### config.mk
export PLATFORM = sky130hd
export DESIGN_NAME = icr_top
export DESIGN_NICKNAME = d
export VERILOG_FILES = /design/src/icr_pkg.sv /design/src/icr_tick.sv /design/src/icr_filter.sv /design/src/icr_top.sv
export VERILOG_INCLUDE_DIRS = /design/src
export SDC_FILE = /design/constraint.sdc
export NUM_CORES = 2
export LEC_CHECK = 0
export BUFFER_PORTS_ARGS = -buffer_cell sky130_fd_sc_hd__buf_2
export CAP_MARGIN = 20
export CORE_MARGIN = 3
export CORE_UTILIZATION = 40
export DETAILED_ROUTE_END_ITERATION = 12
export PLACE_DENSITY = 0.61
export SYNTH_ARGS = -nofsm -noshare
export SYNTH_HDL_FRONTEND = slang
export SYNTH_SLANG_ARGS = --single-unit
### constraint.sdc
create_clock -name clock_i -period 4.8 [get_ports clock_i]
set_input_delay 0.96 -clock clock_i [delete_from_list [all_inputs] [get_ports clock_i]]
set_output_delay 0.96 -clock clock_i [all_outputs]
set_load 0.02 [all_outputs]
### src/icr_cfg.svh
// Constants for the input conditioning and run/stop block
`ifndef ICR_CFG_SVH
`define ICR_CFG_SVH

`define ICR_NUM_IN        14
`define ICR_NUM_FAST      8
`define ICR_NUM_TASK      4
`define ICR_CLK_HZ        100000000
`define ICR_TICK_MS       1
`define ICR_TICK_CYC      ((`ICR_CLK_HZ / 1000) * `ICR_TICK_MS)
`define ICR_FILT_W        8
`define ICR_FILT_RST      8'h00
`define ICR_BOUNCE_W      16
`define ICR_BOUNCE_RST    16'h0000

// Register byte offsets
`define ICR_OFF_STATE     6'h00
`define ICR_OFF_RUNCFG    6'h04
`define ICR_OFF_RUNCMD    6'h08
`define ICR_OFF_IRQ_STAT  6'h0C
`define ICR_OFF_IRQ_MASK  6'h10
`define ICR_OFF_SCAN      6'h14
`define ICR_OFF_LATCHED   6'h18
`define ICR_OFF_ROLE_BASE 6'h20
`define ICR_OFF_FILT      6'h24
`define ICR_OFF_CHSEL     6'h28

// Status bit positions and status width
`define ICR_IRQ_EVT0      0
`define ICR_IRQ_LATCH     4
`define ICR_IRQ_RUN       5
`define ICR_IRQ_STOP      6
`define ICR_IRQ_W         7

`endif

### src/icr_pkg.sv
// Types for the input conditioning and run/stop block
package icr_pkg;

  typedef enum logic [2:0] {
    ICR_ROLE_NONE,
    ICR_ROLE_RUNSTOP,
    ICR_ROLE_LATCH,
    ICR_ROLE_EVENT,
    ICR_ROLE_COUNTER,
    ICR_ROLE_PULSE
  } icr_role_e;

  typedef enum logic [1:0] {
    ICR_EDGE_RISE,
    ICR_EDGE_FALL,
    ICR_EDGE_BOTH
  } icr_edge_e;

  typedef struct packed {
    icr_role_e  role;
    icr_edge_e  edge_sel;
    logic [1:0] task_sel;
    logic       bounce_en;
    logic [7:0] filt_ms;
  } icr_chcfg_s;

  typedef struct packed {
    logic [5:0]  address;
    logic        read;
    logic        write;
    logic [31:0] writedata;
  } icr_avreq_s;

endpackage

### src/icr_tick.sv
// Millisecond tick divider
`timescale 1ns/1ns
`include "icr_cfg.svh"

module icr_tick #(
  parameter int CYCLES = `ICR_TICK_CYC
) (
  // Clock and reset
  input  wire logic clock_i,
  input  wire logic reset_i,
  // Tick
  output logic      tick_o
);

  initial begin
    if (CYCLES < 2) begin
      $error("icr_tick: CYCLES too small");
    end
  end

  typedef struct packed {
    logic [31:0] cnt;
    logic        tick;
  } icr_tick_s;

  icr_tick_s st_reg;
  icr_tick_s st_next;

  always_comb begin
    st_next = st_reg;
    st_next.tick = 1'b0;
    if (st_reg.cnt == 32'(CYCLES - 1)) begin
      st_next.cnt = 32'h0;
      st_next.tick = 1'b1;
    end else begin
      st_next.cnt = st_reg.cnt + 32'h1;
    end
  end

  always_ff @(posedge clock_i) begin
    if (reset_i) begin
      st_reg <= '0;
    end else begin
      st_reg <= st_next;
    end
  end

  assign tick_o = st_reg.tick;

endmodule

### src/icr_filter.sv
// Integrator and bounce filter for one input
`timescale 1ns/1ns
`include "icr_cfg.svh"

module icr_filter #(
  parameter int W  = `ICR_FILT_W,
  parameter int BW = `ICR_BOUNCE_W
) (
  // Clock and reset
  input  wire logic         clock_i,
  input  wire logic         reset_i,
  // Control
  input  wire logic         tick_i,
  input  wire logic         bounce_i,
  input  wire logic [W-1:0] limit_i,
  input  wire logic         raw_i,
  // Result
  output logic              level_o
);

  initial begin
    if (W < 1 || BW < W) begin
      $error("icr_filter: bad widths");
    end
  end

  typedef struct packed {
    logic [W-1:0]  integ;
    logic [BW-1:0] stable;
    logic          last;
    logic          level;
  } icr_filt_s;

  icr_filt_s st_reg;
  icr_filt_s st_next;

  always_comb begin
    st_next = st_reg;
    st_next.last = raw_i;
    if (bounce_i) begin
      // Level taken after raw holds still for limit ticks
      if (raw_i != st_reg.last) begin
        st_next.stable = '0;
      end else if (tick_i && st_reg.stable < BW'(limit_i)) begin
        st_next.stable = st_reg.stable + BW'(1);
      end
      if (raw_i == st_reg.last && st_reg.stable >= BW'(limit_i)) begin
        st_next.level = raw_i;
      end
    end else begin
      if (tick_i) begin
        if (raw_i && st_reg.integ < limit_i) begin
          st_next.integ = st_reg.integ + W'(1);
        end else if (!raw_i && st_reg.integ != '0) begin
          st_next.integ = st_reg.integ - W'(1);
        end
      end
      if (st_next.integ >= limit_i && raw_i) begin
        st_next.level = 1'b1;
      end else if (st_next.integ == '0 && !raw_i) begin
        st_next.level = 1'b0;
      end
    end
  end

  always_ff @(posedge clock_i) begin
    if (reset_i) begin
      st_reg <= '0;
    end else begin
      st_reg <= st_next;
    end
  end

  assign level_o = st_reg.level;

endmodule

### src/icr_top.sv
// Input conditioning with latch, events and run/stop control
`timescale 1ns/1ns
`include "icr_cfg.svh"

module icr_top #(
  parameter int NUM_IN    = `ICR_NUM_IN,
  parameter int NUM_FAST  = `ICR_NUM_FAST,
  parameter int NUM_TASK  = `ICR_NUM_TASK,
  parameter int TICK_CYC  = `ICR_TICK_CYC,
  parameter logic [13:0] COUNTER_OK = 14'h00FF,
  parameter logic [13:0] PULSE_OK   = 14'h1B00
) (
  // Clock and reset
  input  wire logic                clock_i,
  input  wire logic                reset_i,
  // Avalon-MM slave
  input  wire logic [5:0]          avs_address_i,
  input  wire logic                avs_read_i,
  input  wire logic                avs_write_i,
  input  wire logic [31:0]         avs_writedata_i,
  output logic      [31:0]         avs_readdata_o,
  output logic                     avs_waitrequest_o,
  // Field inputs and scan
  input  wire logic [NUM_IN-1:0]   raw_i,
  input  wire logic                scan_start_i,
  // Conditioned results
  output logic      [NUM_IN-1:0]   state_o,
  output logic      [NUM_IN-1:0]   lamp_o,
  output logic      [NUM_TASK-1:0] task_evt_o,
  output logic      [NUM_IN-1:0]   counter_feed_o,
  output logic      [NUM_IN-1:0]   pulse_feed_o,
  output logic                     run_o,
  output logic                     irq_o
);

  initial begin
    if (NUM_IN != `ICR_NUM_IN || NUM_FAST != `ICR_NUM_FAST ||
        NUM_TASK != `ICR_NUM_TASK) begin
      $error("icr_top: channel counts fixed by register layout");
    end
  end

  localparam int RSW = $clog2(NUM_IN);

  // ************************************************************
  // State
  // ************************************************************
  typedef struct packed {
    icr_pkg::icr_chcfg_s [NUM_IN-1:0] cfg;
    logic [NUM_IN-1:0]   last;
    logic [NUM_IN-1:0]   latch;
    logic [NUM_IN-1:0]   state;
    logic [NUM_TASK-1:0] evt;
    logic [NUM_IN-1:0]   cfeed;
    logic [NUM_IN-1:0]   pfeed;
    logic                rs_en;
    logic [RSW-1:0]      rs_sel;
    logic                rs_last;
    logic                run;
    logic [`ICR_IRQ_W-1:0] stat;
    logic [`ICR_IRQ_W-1:0] mask;
    logic [3:0]          chsel;
    logic [31:0]         rdata;
    logic                ack;
    logic                irq;
  } icr_top_s;

  icr_top_s st_reg;
  icr_top_s st_next;

  logic                tick;
  logic [NUM_IN-1:0]   filt;
  icr_pkg::icr_avreq_s req;

  assign req = '{address: avs_address_i, read: avs_read_i,
                 write: avs_write_i, writedata: avs_writedata_i};

  // ************************************************************
  // Helpers
  // ************************************************************
  function automatic logic is_fast(input int idx);
    return idx < NUM_FAST;
  endfunction

  // Legal role for a channel, else none
  function automatic icr_pkg::icr_role_e legal_role(
    input int                 idx,
    input icr_pkg::icr_role_e r
  );
    icr_pkg::icr_role_e res;
    res = r;
    case (r)
      icr_pkg::ICR_ROLE_LATCH,
      icr_pkg::ICR_ROLE_EVENT:
        if (!is_fast(idx)) res = icr_pkg::ICR_ROLE_NONE;
      icr_pkg::ICR_ROLE_COUNTER:
        if (!COUNTER_OK[idx]) res = icr_pkg::ICR_ROLE_NONE;
      icr_pkg::ICR_ROLE_PULSE:
        if (!PULSE_OK[idx]) res = icr_pkg::ICR_ROLE_NONE;
      icr_pkg::ICR_ROLE_NONE,
      icr_pkg::ICR_ROLE_RUNSTOP: res = r;
      default:                   res = icr_pkg::ICR_ROLE_NONE;
    endcase
    return res;
  endfunction

  function automatic logic bounce_ok(input int idx,
                                     input icr_pkg::icr_chcfg_s c);
    return c.bounce_en && is_fast(idx) &&
           (c.role == icr_pkg::ICR_ROLE_LATCH ||
            c.role == icr_pkg::ICR_ROLE_EVENT);
  endfunction

  // ************************************************************
  // Tick and filters
  // ************************************************************
  icr_tick #(
    .CYCLES (TICK_CYC)
  ) u_tick (
    .clock_i (clock_i),
    .reset_i (reset_i),
    .tick_o  (tick)
  );

  for (genvar g = 0; g < NUM_IN; g++) begin : g_filt
    icr_filter u_filter (
      .clock_i  (clock_i),
      .reset_i  (reset_i),
      .tick_i   (tick),
      .bounce_i (bounce_ok(g, st_reg.cfg[g])),
      .limit_i  (st_reg.cfg[g].filt_ms),
      .raw_i    (raw_i[g]),
      .level_o  (filt[g])
    );
  end

  // ************************************************************
  // Next state
  // ************************************************************
  always_comb begin
    logic [31:0] rd;
    logic        rise;
    logic        fall;
    logic        hit;
    logic        ctl;
    logic [3:0]  ch;
    icr_pkg::icr_chcfg_s nc;
    rd = 32'h0;
    rise = 1'b0;
    fall = 1'b0;
    hit = 1'b0;
    ctl = 1'b0;
    ch = st_reg.chsel;
    nc = st_reg.cfg[0];
    st_next = st_reg;
    st_next.last = filt;
    st_next.evt = '0;
    st_next.ack = 1'b0;

    // Per-channel latch, events and feeds
    for (int i = 0; i < NUM_IN; i++) begin
      rise = filt[i] && !st_reg.last[i];
      fall = !filt[i] && st_reg.last[i];
      st_next.cfeed[i] = filt[i] &&
        st_reg.cfg[i].role == icr_pkg::ICR_ROLE_COUNTER;
      st_next.pfeed[i] = filt[i] &&
        st_reg.cfg[i].role == icr_pkg::ICR_ROLE_PULSE;
      if (st_reg.cfg[i].role == icr_pkg::ICR_ROLE_LATCH) begin
        if (scan_start_i) begin
          st_next.latch[i] = 1'b0;
        end
        if (rise) begin
          st_next.latch[i] = 1'b1;
          st_next.stat[`ICR_IRQ_LATCH] = 1'b1;
        end
      end else begin
        st_next.latch[i] = 1'b0;
      end
      if (st_reg.cfg[i].role == icr_pkg::ICR_ROLE_EVENT) begin
        case (st_reg.cfg[i].edge_sel)
          icr_pkg::ICR_EDGE_RISE: hit = rise;
          icr_pkg::ICR_EDGE_FALL: hit = fall;
          icr_pkg::ICR_EDGE_BOTH: hit = rise || fall;
          default:                hit = 1'b0;
        endcase
        if (hit) begin
          st_next.evt[st_reg.cfg[i].task_sel] = 1'b1;
          st_next.stat[`ICR_IRQ_EVT0 + int'(st_reg.cfg[i].task_sel)] = 1'b1;
        end
      end
    end

    // Scan image: latched pulses shown for the scan
    if (scan_start_i) begin
      st_next.state = filt | st_reg.latch;
    end

    // Run/stop control
    ctl = filt[st_reg.rs_sel];
    st_next.rs_last = ctl;
    if (st_reg.rs_en && !ctl) begin
      st_next.run = 1'b0;
    end else if (st_reg.rs_en && ctl && !st_reg.rs_last) begin
      st_next.run = 1'b1;
    end

    // Bus access, one wait state then ack
    if ((req.read || req.write) && !st_reg.ack) begin
      st_next.ack = 1'b1;
      if (req.write) begin
        case (req.address)
          `ICR_OFF_RUNCFG: begin
            st_next.rs_en = req.writedata[0];
            st_next.rs_sel = req.writedata[RSW:1];
            for (int i = 0; i < NUM_IN; i++) begin
              if (st_reg.cfg[i].role == icr_pkg::ICR_ROLE_RUNSTOP) begin
                st_next.cfg[i].role = icr_pkg::ICR_ROLE_NONE;
              end
            end
            if (req.writedata[0] && 32'(req.writedata[RSW:1]) < NUM_IN) begin
              st_next.cfg[req.writedata[RSW:1]].role =
                icr_pkg::ICR_ROLE_RUNSTOP;
            end else begin
              st_next.rs_en = 1'b0;
            end
          end
          `ICR_OFF_RUNCMD: begin
            if (req.writedata[1]) begin
              st_next.run = 1'b0;
            end else if (req.writedata[0] && (!st_reg.rs_en || ctl)) begin
              st_next.run = 1'b1;
            end
          end
          `ICR_OFF_IRQ_STAT:
            st_next.stat = st_next.stat &
              ~(req.writedata[`ICR_IRQ_W-1:0] & ~(st_next.stat ^ st_reg.stat));
          `ICR_OFF_IRQ_MASK: st_next.mask = req.writedata[`ICR_IRQ_W-1:0];
          `ICR_OFF_CHSEL:    st_next.chsel = req.writedata[3:0];
          `ICR_OFF_ROLE_BASE: begin
            if (32'(ch) < NUM_IN) begin
              nc = st_reg.cfg[ch];
              nc.role = legal_role(int'(ch),
                icr_pkg::icr_role_e'(req.writedata[2:0]));
              if (nc.role == icr_pkg::ICR_ROLE_RUNSTOP) begin
                nc.role = st_reg.cfg[ch].role;
              end
              nc.edge_sel = icr_pkg::icr_edge_e'(req.writedata[5:4]);
              nc.task_sel = req.writedata[7:6];
              nc.bounce_en = req.writedata[8];
              if (st_reg.cfg[ch].role != icr_pkg::ICR_ROLE_RUNSTOP) begin
                st_next.cfg[ch] = nc;
              end
            end
          end
          `ICR_OFF_FILT: begin
            if (32'(ch) < NUM_IN) begin
              st_next.cfg[ch].filt_ms = req.writedata[`ICR_FILT_W-1:0];
            end
          end
          default: ;
        endcase
      end else begin
        case (req.address)
          `ICR_OFF_STATE:    rd = 32'(st_reg.state);
          `ICR_OFF_RUNCFG:   rd = 32'({st_reg.rs_sel, st_reg.rs_en});
          `ICR_OFF_RUNCMD:   rd = 32'({st_reg.rs_last, st_reg.run});
          `ICR_OFF_IRQ_STAT: rd = 32'(st_reg.stat);
          `ICR_OFF_IRQ_MASK: rd = 32'(st_reg.mask);
          `ICR_OFF_SCAN:     rd = 32'(filt);
          `ICR_OFF_LATCHED:  rd = 32'(st_reg.latch);
          `ICR_OFF_CHSEL:    rd = 32'(st_reg.chsel);
          `ICR_OFF_ROLE_BASE:
            if (32'(ch) < NUM_IN) begin
              rd = 32'({st_reg.cfg[ch].bounce_en, st_reg.cfg[ch].task_sel,
                        st_reg.cfg[ch].edge_sel, 1'b0,
                        st_reg.cfg[ch].role});
            end
          `ICR_OFF_FILT:
            if (32'(ch) < NUM_IN) begin
              rd = 32'(st_reg.cfg[ch].filt_ms);
            end
          default: rd = 32'h0;
        endcase
        st_next.rdata = rd;
      end
    end

    // Run state changes as status events
    if (st_next.run && !st_reg.run) begin
      st_next.stat[`ICR_IRQ_RUN] = 1'b1;
    end
    if (!st_next.run && st_reg.run) begin
      st_next.stat[`ICR_IRQ_STOP] = 1'b1;
    end
    st_next.irq = |(st_next.stat & st_next.mask);
  end

  // ************************************************************
  // Registers
  // ************************************************************
  always_ff @(posedge clock_i) begin
    if (reset_i) begin
      st_reg <= '0;
      for (int i = 0; i < NUM_IN; i++) begin
        st_reg.cfg[i].filt_ms <= `ICR_FILT_RST;
      end
    end else begin
      st_reg <= st_next;
    end
  end

  // ************************************************************
  // Outputs
  // ************************************************************
  assign avs_readdata_o    = st_reg.rdata;
  assign avs_waitrequest_o = !st_reg.ack;
  assign state_o           = st_reg.state;
  assign lamp_o            = st_reg.last;
  assign task_evt_o        = st_reg.evt;
  assign counter_feed_o    = st_reg.cfeed;
  assign pulse_feed_o      = st_reg.pfeed;
  assign run_o             = st_reg.run;
  assign irq_o             = st_reg.irq;

endmodule

; ---- Word-level counts from Yosys, hierarchy flattened
; Memory sizes are Yosys's and may differ from the RTL's. A register that Yosys moved wholly into a read port is not among the register bits.
; Index checks and enable logic that the tools add are counted.
[op_classes]
n_addsub = 37
n_lt_le_gt_ge = 109
eq_ne = 143
n_mux = 404
bitwise_logic = 49
reduce_logical = 366
[op_table]
columns = operator, n
row1 = two-way mux 224 bit, 4
row2 = bitwise mux 224 bit, 3
row3 = case mux 224 bit (3 select lines), 1
row4 = two-way mux 8 bit, 52
row5 = two-way mux 16 bit, 19
row6 = two-way mux 7 bit, 30
row7 = two-way mux 3 bit, 68
row8 = demux 16 bit (select 4 bit), 3
row9 = logical AND 1 bit, 174
row10 = two-way mux 1 bit, 141
row11 = case mux 14 bit (10 select lines), 1
row12 = two-way mux 4 bit, 33
row13 = adder 16 x 1 -> 16 bit (second input constant), 8
row14 = >= comparator 16 x 8 -> 1 bit, 8
row15 = < comparator 16 x 8 -> 1 bit, 8
row16 = adder 8 x 1 -> 8 bit (second input constant), 14
row17 = >= comparator 8 bit, 14
row18 = logical NOT 8 bit, 14
row19 = < comparator 8 bit, 14
row20 = nonzero test 8 bit, 14
row21 = subtractor 8 x 1 -> 8 bit (second input constant), 14
row22 = OR 7 x 4 -> 7 bit, 14
row23 = == test 3 x 2 -> 1 bit (second input constant), 30
row24 = == test 3 bit (second input constant), 30
row25 = 47 further kinds, 397
[word_totals]
reg_bits = 652
mem_bits_ro = 32
input_bits = 57
output_inout_bits = 95
word_cells = 1255
memories = 2
[memory_table]
columns = name, depth, width, rd, rd_clocked_by_memory_dff, write_ports, line
row1 = (name not given), 16, 1, 1, 1, 0, icr_top.sv:99  ; if (!PULSE_OK[idx]) res = icr_pkg::ICR_ROLE_NONE;
row2 = (name not given), 16, 1, 1, 1, 0, icr_top.sv:97  ; if (!COUNTER_OK[idx]) res = icr_pkg::ICR_ROLE_NONE;

; ---- Logic depth before layout (Yosys ltp)
[logic_depth]
depth_word = 85
ltp_mapped = 20
depth_no_buf = 20

; ---- Cells and area by module
; From an unflattened synthesis, not the netlist that was laid out.
[hier_totals]
hier_cells = 5678
area_unflattened_um2 = 48042.3
[modules_own_cells]
columns = module, instances, cells_each, area_each_um2, seq_area_each_um2
row1 = icr_filter (g_filt[0].u_filter ...), 13, 236, 1981.9, 520.5
row2 = icr_top, 1, 2193, 18731.7, 6826.5
row3 = icr_filter (g_filt[8].u_filter), 1, 238, 2009.4, 520.5
row4 = icr_tick, 1, 179, 1536.5, 660.6

; ---- Worst setup path before layout
; Ideal clock, no wire load.
[synth_path]
path_type = in2reg
startpoint = input raw_i[10]
endpoint = register g_filt[10].u_filter.st_reg (netlist bit g_filt[10].u_filter.level_o)
setup_time_ns = 0.129
t_arrival_ns = 3.634
required_ns = 4.671
path_slack_ns = 1.038
cell_stages = 16
cell_sequence = or4b_2 nor2_1 o31ai_1 nand2_1 o21ai_0 xnor2_1 ha_1 nand2b_1 a21oi_1 nor2b_1 o21ai_0 a21oi_1 o21a_1 o21a_1 o311ai_0 nand2_1
[synth_via]
elab_chain_cells = 8
elab_cells_between_ends = 12
classes_between = 1 x order compare / 4 x mux / 7 x reduce/logical
[synth_rtl]
columns = element, line
row1 = "start, declared", icr_top.sv:24  ; input wire logic [NUM_IN-1:0] raw_i,
row2 = logical NOT 1 bit, "icr_filter.sv:54, icr_filter.sv:60"
row3 = logical AND 1 bit, icr_filter.sv:54  ; end else if (!raw_i && st_reg.integ != '0) begin
row4 = two-way mux 8 bit, icr_filter.sv:54
row5 = two-way mux 8 bit, icr_filter.sv:52  ; if (raw_i && st_reg.integ < limit_i) begin
row6 = two-way mux 8 bit, icr_filter.sv:51  ; if (tick_i) begin
row7 = >= comparator 8 bit or logical NOT 8 bit (tied branches), "icr_filter.sv:58, icr_filter.sv:60"
row8 = logical AND 1 bit (on tied branches), "icr_filter.sv:58, icr_filter.sv:60"
row9 = two-way mux 1 bit or nonzero test 2 bit (tied branches), n/a
row10 = "end signal, assigned", icr_filter.sv:70  ; st_reg <= st_next;
row11 = "end, declared", icr_filter.sv:34  ; icr_filt_s st_reg;
; Parallel ways exist; a longest one is shown, timed or not.
; A chain may end at the register's enable or synchronous reset.

; ---- Worst setup path after layout
[layout_path]
startpoint = register st_reg[35] (netlist bit)
endpoint = register st_reg[337] (netlist bit)
[layout_via]
elab_chain_cells = 8
elab_cells_between_ends = 20
classes_between = 3 x order compare / 4 x eq/ne / 11 x mux / 2 x reduce/logical
[layout_rtl]
columns = element, line
row1 = "start, declared", icr_top.sv:68  ; icr_top_s st_reg;
row2 = "start signal, assigned", icr_top.sv:308  ; st_reg <= st_next;
row3 = < comparator 4 x 5 -> 1 bit (implied by the code) or >= comparator 4 x 1 -> 1 bit (tied branches), icr_top.sv:251  ; st_next.cfg[ch] = nc;
row4 = logical AND 1 bit (implied by the code), icr_top.sv:251
row5 = two-way mux 16 bit (implied by the code), icr_top.sv:251
row6 = demux 16 bit (select 4 bit), icr_top.sv:251
row7 = bitwise mux 224 bit, icr_top.sv:251
row8 = two-way mux 224 bit, icr_top.sv:250  ; if (st_reg.cfg[ch].role != icr_pkg::ICR_ROLE_RUNSTOP) begin
row9 = two-way mux 224 bit, icr_top.sv:240  ; if (32'(ch) < NUM_IN) begin
row10 = case mux 224 bit (3 select lines), icr_top.sv:211  ; case (req.address)
; Parallel ways exist; a longest one is shown, timed or not. The select of a mux whose other input is x is not followed.

==> results.md <==
- Vias in the first global route: 34200
- Post-synth cell types: 90
- Filler instances: 9926
- Longest Clk Path Bufs: 3
- Buffers on Ports: 110
- Total number of vias: 37500
- Simple-Gate Fraction of Synth Area: 0.206
- Mapped Area: 40500 sq um
- Critical path class: reg2reg
- Clk_skew: 57.3 ps
- Residual DRC count: 0
- Reg-to-reg startpoint: st_reg[35]$_SDFFE_PP0P_
- Most common cell after layout, fill and taps aside: dfxtp_1
- Seq cells post-synth: 636
- DP Area: 41800 sq um
- Hold Violations, Final: 0
- Drt pass-1 iters: 7
- Mapped Cells: 4967
- Die Wd: 324 microns
- Pwr/cell area: 269 nW/um^2
- TritonCTS Buffers: 77
- Die area: 105000 sq um
- PostCTS Resize Cnt: 0
- R2R Path End: st_reg[337]$_SDFFE_PP0P_
- Area growth from synthesis to layout: 9.74%
- Synth Flop Type: dfxtp_1
- Gr usage total: 0.253
- Min Tclk post-route: 4290 ps
- Via/cell ratio: 5.99
- Post-CTS Setup Bufs: 0
- WHS Path Cells: 2
- Register-to-register setup slack: 510 ps
- TritonCTS clock tree: built
- CP endpoint kind: register
- Num rows: 116
- Crit-path max FO: 77
- H-tree levels: 3
- Largest stage delay, worst path: 630 ps
- Core area: 100000 sq um
- Drt total wl: 137000 microns
- Worst Hold Class: reg2reg
- GR Overflow Total: 0
- Sequential share of the synthesized area: 0.315
- HP Start: g_filt[0].u_filter.st_reg[16]$_SDFFE_PP0P_
- Buf+Inv Stages, Crit Path: 2
- Hold-critical path endpoint: g_filt[0].u_filter.st_reg[16]$_SDFFE_PP0P_
- Total Neg Setup Slack: 0 ps
- Cell area after layout: 44400 sq um
- Post-synth EDFFs: 0
- Worst EP required: 5380 ps
- Clock transition at the registers of the reported paths: 60 ps
- Initial core utilization: 0.404
- Avg WL per Cell: 21.9 microns
- Worst slew margin: 0.247
- Worst path arrival time: 4870 ps
- Largest net degree at the start of global routing: 115
- Crit-path leading delay family: simple AND/OR/NAND/NOR gates
- Max Transition Viols Final: 0
- Fraction of layout cells with a size suffix above 1: 0.0886
- P_leak: 16.6 nW
- First-pass GRT wire length: 208000 microns
- RSZ-0062 raised after global routing: false
- Detail Placement HPWL: 100000 microns
- Reg2Reg Depth: 11
- Final Wtd Congestion: 0.965
- Worst setup SP type: register
- Xor and xnor area share after synthesis: 0.0429
- Nets: 5317
- Status: finished, final reports clean
- Synth Warn #: 0
- Antenna violations before repair: 9
- Mean Syn Cell Area: 8.14 sq um
- 1st-iter DRT viols: 3698
- Clock Latency Late Sink: 670 ps
- Max FFs per register: 263
- Die Span Y: 324 microns
- Final setup violation count: 0
- Period utilisation layout: 0.893
- Crit path cell chain: buf_12, nor2b_1, a221oi_1, a31oi_1, nor3_1, or4_4, or2_2, buf_4, nor2_1, nand2_1, a21oi_1
- Slew @ Worst Pin: 1120 ps
- Post-synth ARST share: 0
- CP max stage cell: nor2b_1
- Max Clock Freq: 233 MHz
- Multiplexer share of the synthesized area: 0.0421
- Adder-cell area share of the yosys netlist: 0.109
- Number of I/O pins: 152
- Clk root buf: clkbuf_16
- Max IR drop VDD: 0.000257 V
- MaxCap Viol Count: 0
- Compound-Gate Fraction of Synth Area: 0.214
- Detail Route Antenna Nets: 0
- # hold bufs at CTS: 0
- CTS Sinks: 636
- Combinational family with the most area after synthesis: compound AO/OA/AOI/OAI gates
- Final design utilization: 0.443
- Commonest non-fill, non-tap cells in the layout: dfxtp_1, nor2_1, a21oi_1
## worst min-delay path, stage by stage (launching register included)
cell	delay, ps
dfxtp_1	310
inv_1	50
nor2_1	30
## per-layer routing
layer  wire (microns)  share of wire  vias up  global-route usage
met5               27        0.00020        -                   0
met4             6330          0.046        4               0.109
met3            12500          0.091      305              0.0581
met2            58600           0.43     1620               0.382
met1            59900           0.44    17800               0.346
li1                 -              -    17800                   -
## Yosys cell counts (58+ instances only)
master	number	area (sq um)
a2111oi_0	66	578
a211oi_1	68	510
a21o_1	76	571
a21oi_1	415	2080
a31oi_1	58	363
and2_1	75	469
buf_4	96	721
clkbuf_1	226	848
dfxtp_1	636	12700
ha_1	353	4420
inv_1	296	1110
nand2_1	334	1250
nand2b_1	67	419
nand3_1	124	621
nand4_1	76	475
nor2_1	499	1870
nor3_1	155	776
nor4_1	69	432
o21a_1	82	616
o21ai_0	266	1330
o32ai_1	75	657
xnor2_1	112	981
xor2_1	86	753
## cell type report
type / count / area [sq um] / area share
antenna: 3 / 7.51 / 0.000169
clock buffer: 111 / 2240 / 0.0504
clock inverter: 25 / 345 / 0.00778
inverter: 296 / 1110 / 0.0250
multi-input combinational: 3688 / 25000 / 0.562
sequential: 636 / 12700 / 0.287
tap: 1298 / 1620 / 0.0366
timing repair buffer: 208 / 1370 / 0.0308
## logic make-up (layout without fill, tap and decap cells)
group	count (synthesis)	after routing
compound gates	1341	1341
xor+xnor	198	198
fa+ha+maj	354	354
buf+inv	660	640
flops	636	636
mux	103	103
other cells	1	21
simple gates	1674	1674
## how the worst max path moves through the flow
stage,startpoint,slack (ps),end,depth (start not counted)
floorplan,raw_i[10],1040,g_filt[10].u_filter.level_o$_SDFFE_PP0P_,16
global placement,raw_i[10],480,g_filt[10].u_filter.level_o$_SDFFE_PP0P_,17
detailed placement,raw_i[10],530,g_filt[10].u_filter.level_o$_SDFFE_PP0P_,17
CTS,st_reg[186]$_SDFFE_PP0P_,600,g_filt[3].u_filter.level_o$_SDFFE_PP0P_,18
global route,st_reg[138]$_SDFFE_PP0P_,260,g_filt[0].u_filter.level_o$_SDFFE_PP0P_,19
finish,st_reg[35]$_SDFFE_PP0P_,510,st_reg[337]$_SDFFE_PP0P_,11
## power breakdown
part | internal (mW) | switching (mW) | leakage, nW
Combinational | 0.161 | 0.411 | 10.2
Sequential | 5.31 | 0.0646 | 5.13
Clock | 3.57 | 2.44 | 1.28
## stage by stage
step / total power [mW] / setup WS, ps / std cells / hold slack [ps]
final: 12.0 / 511 / 6265 / 425
after global placement: 6.04 / 476 / 6123 / 415
after floorplan: 5.84 / 1040 / 4984 / 409
after CTS: 12.0 / 602 / 6260 / 427
after global routing: 12.3 / 255 / 6262 / 446
after detailed placement: 6.05 / 532 / 6124 / 418
Power figures use the tool's default switching activity.
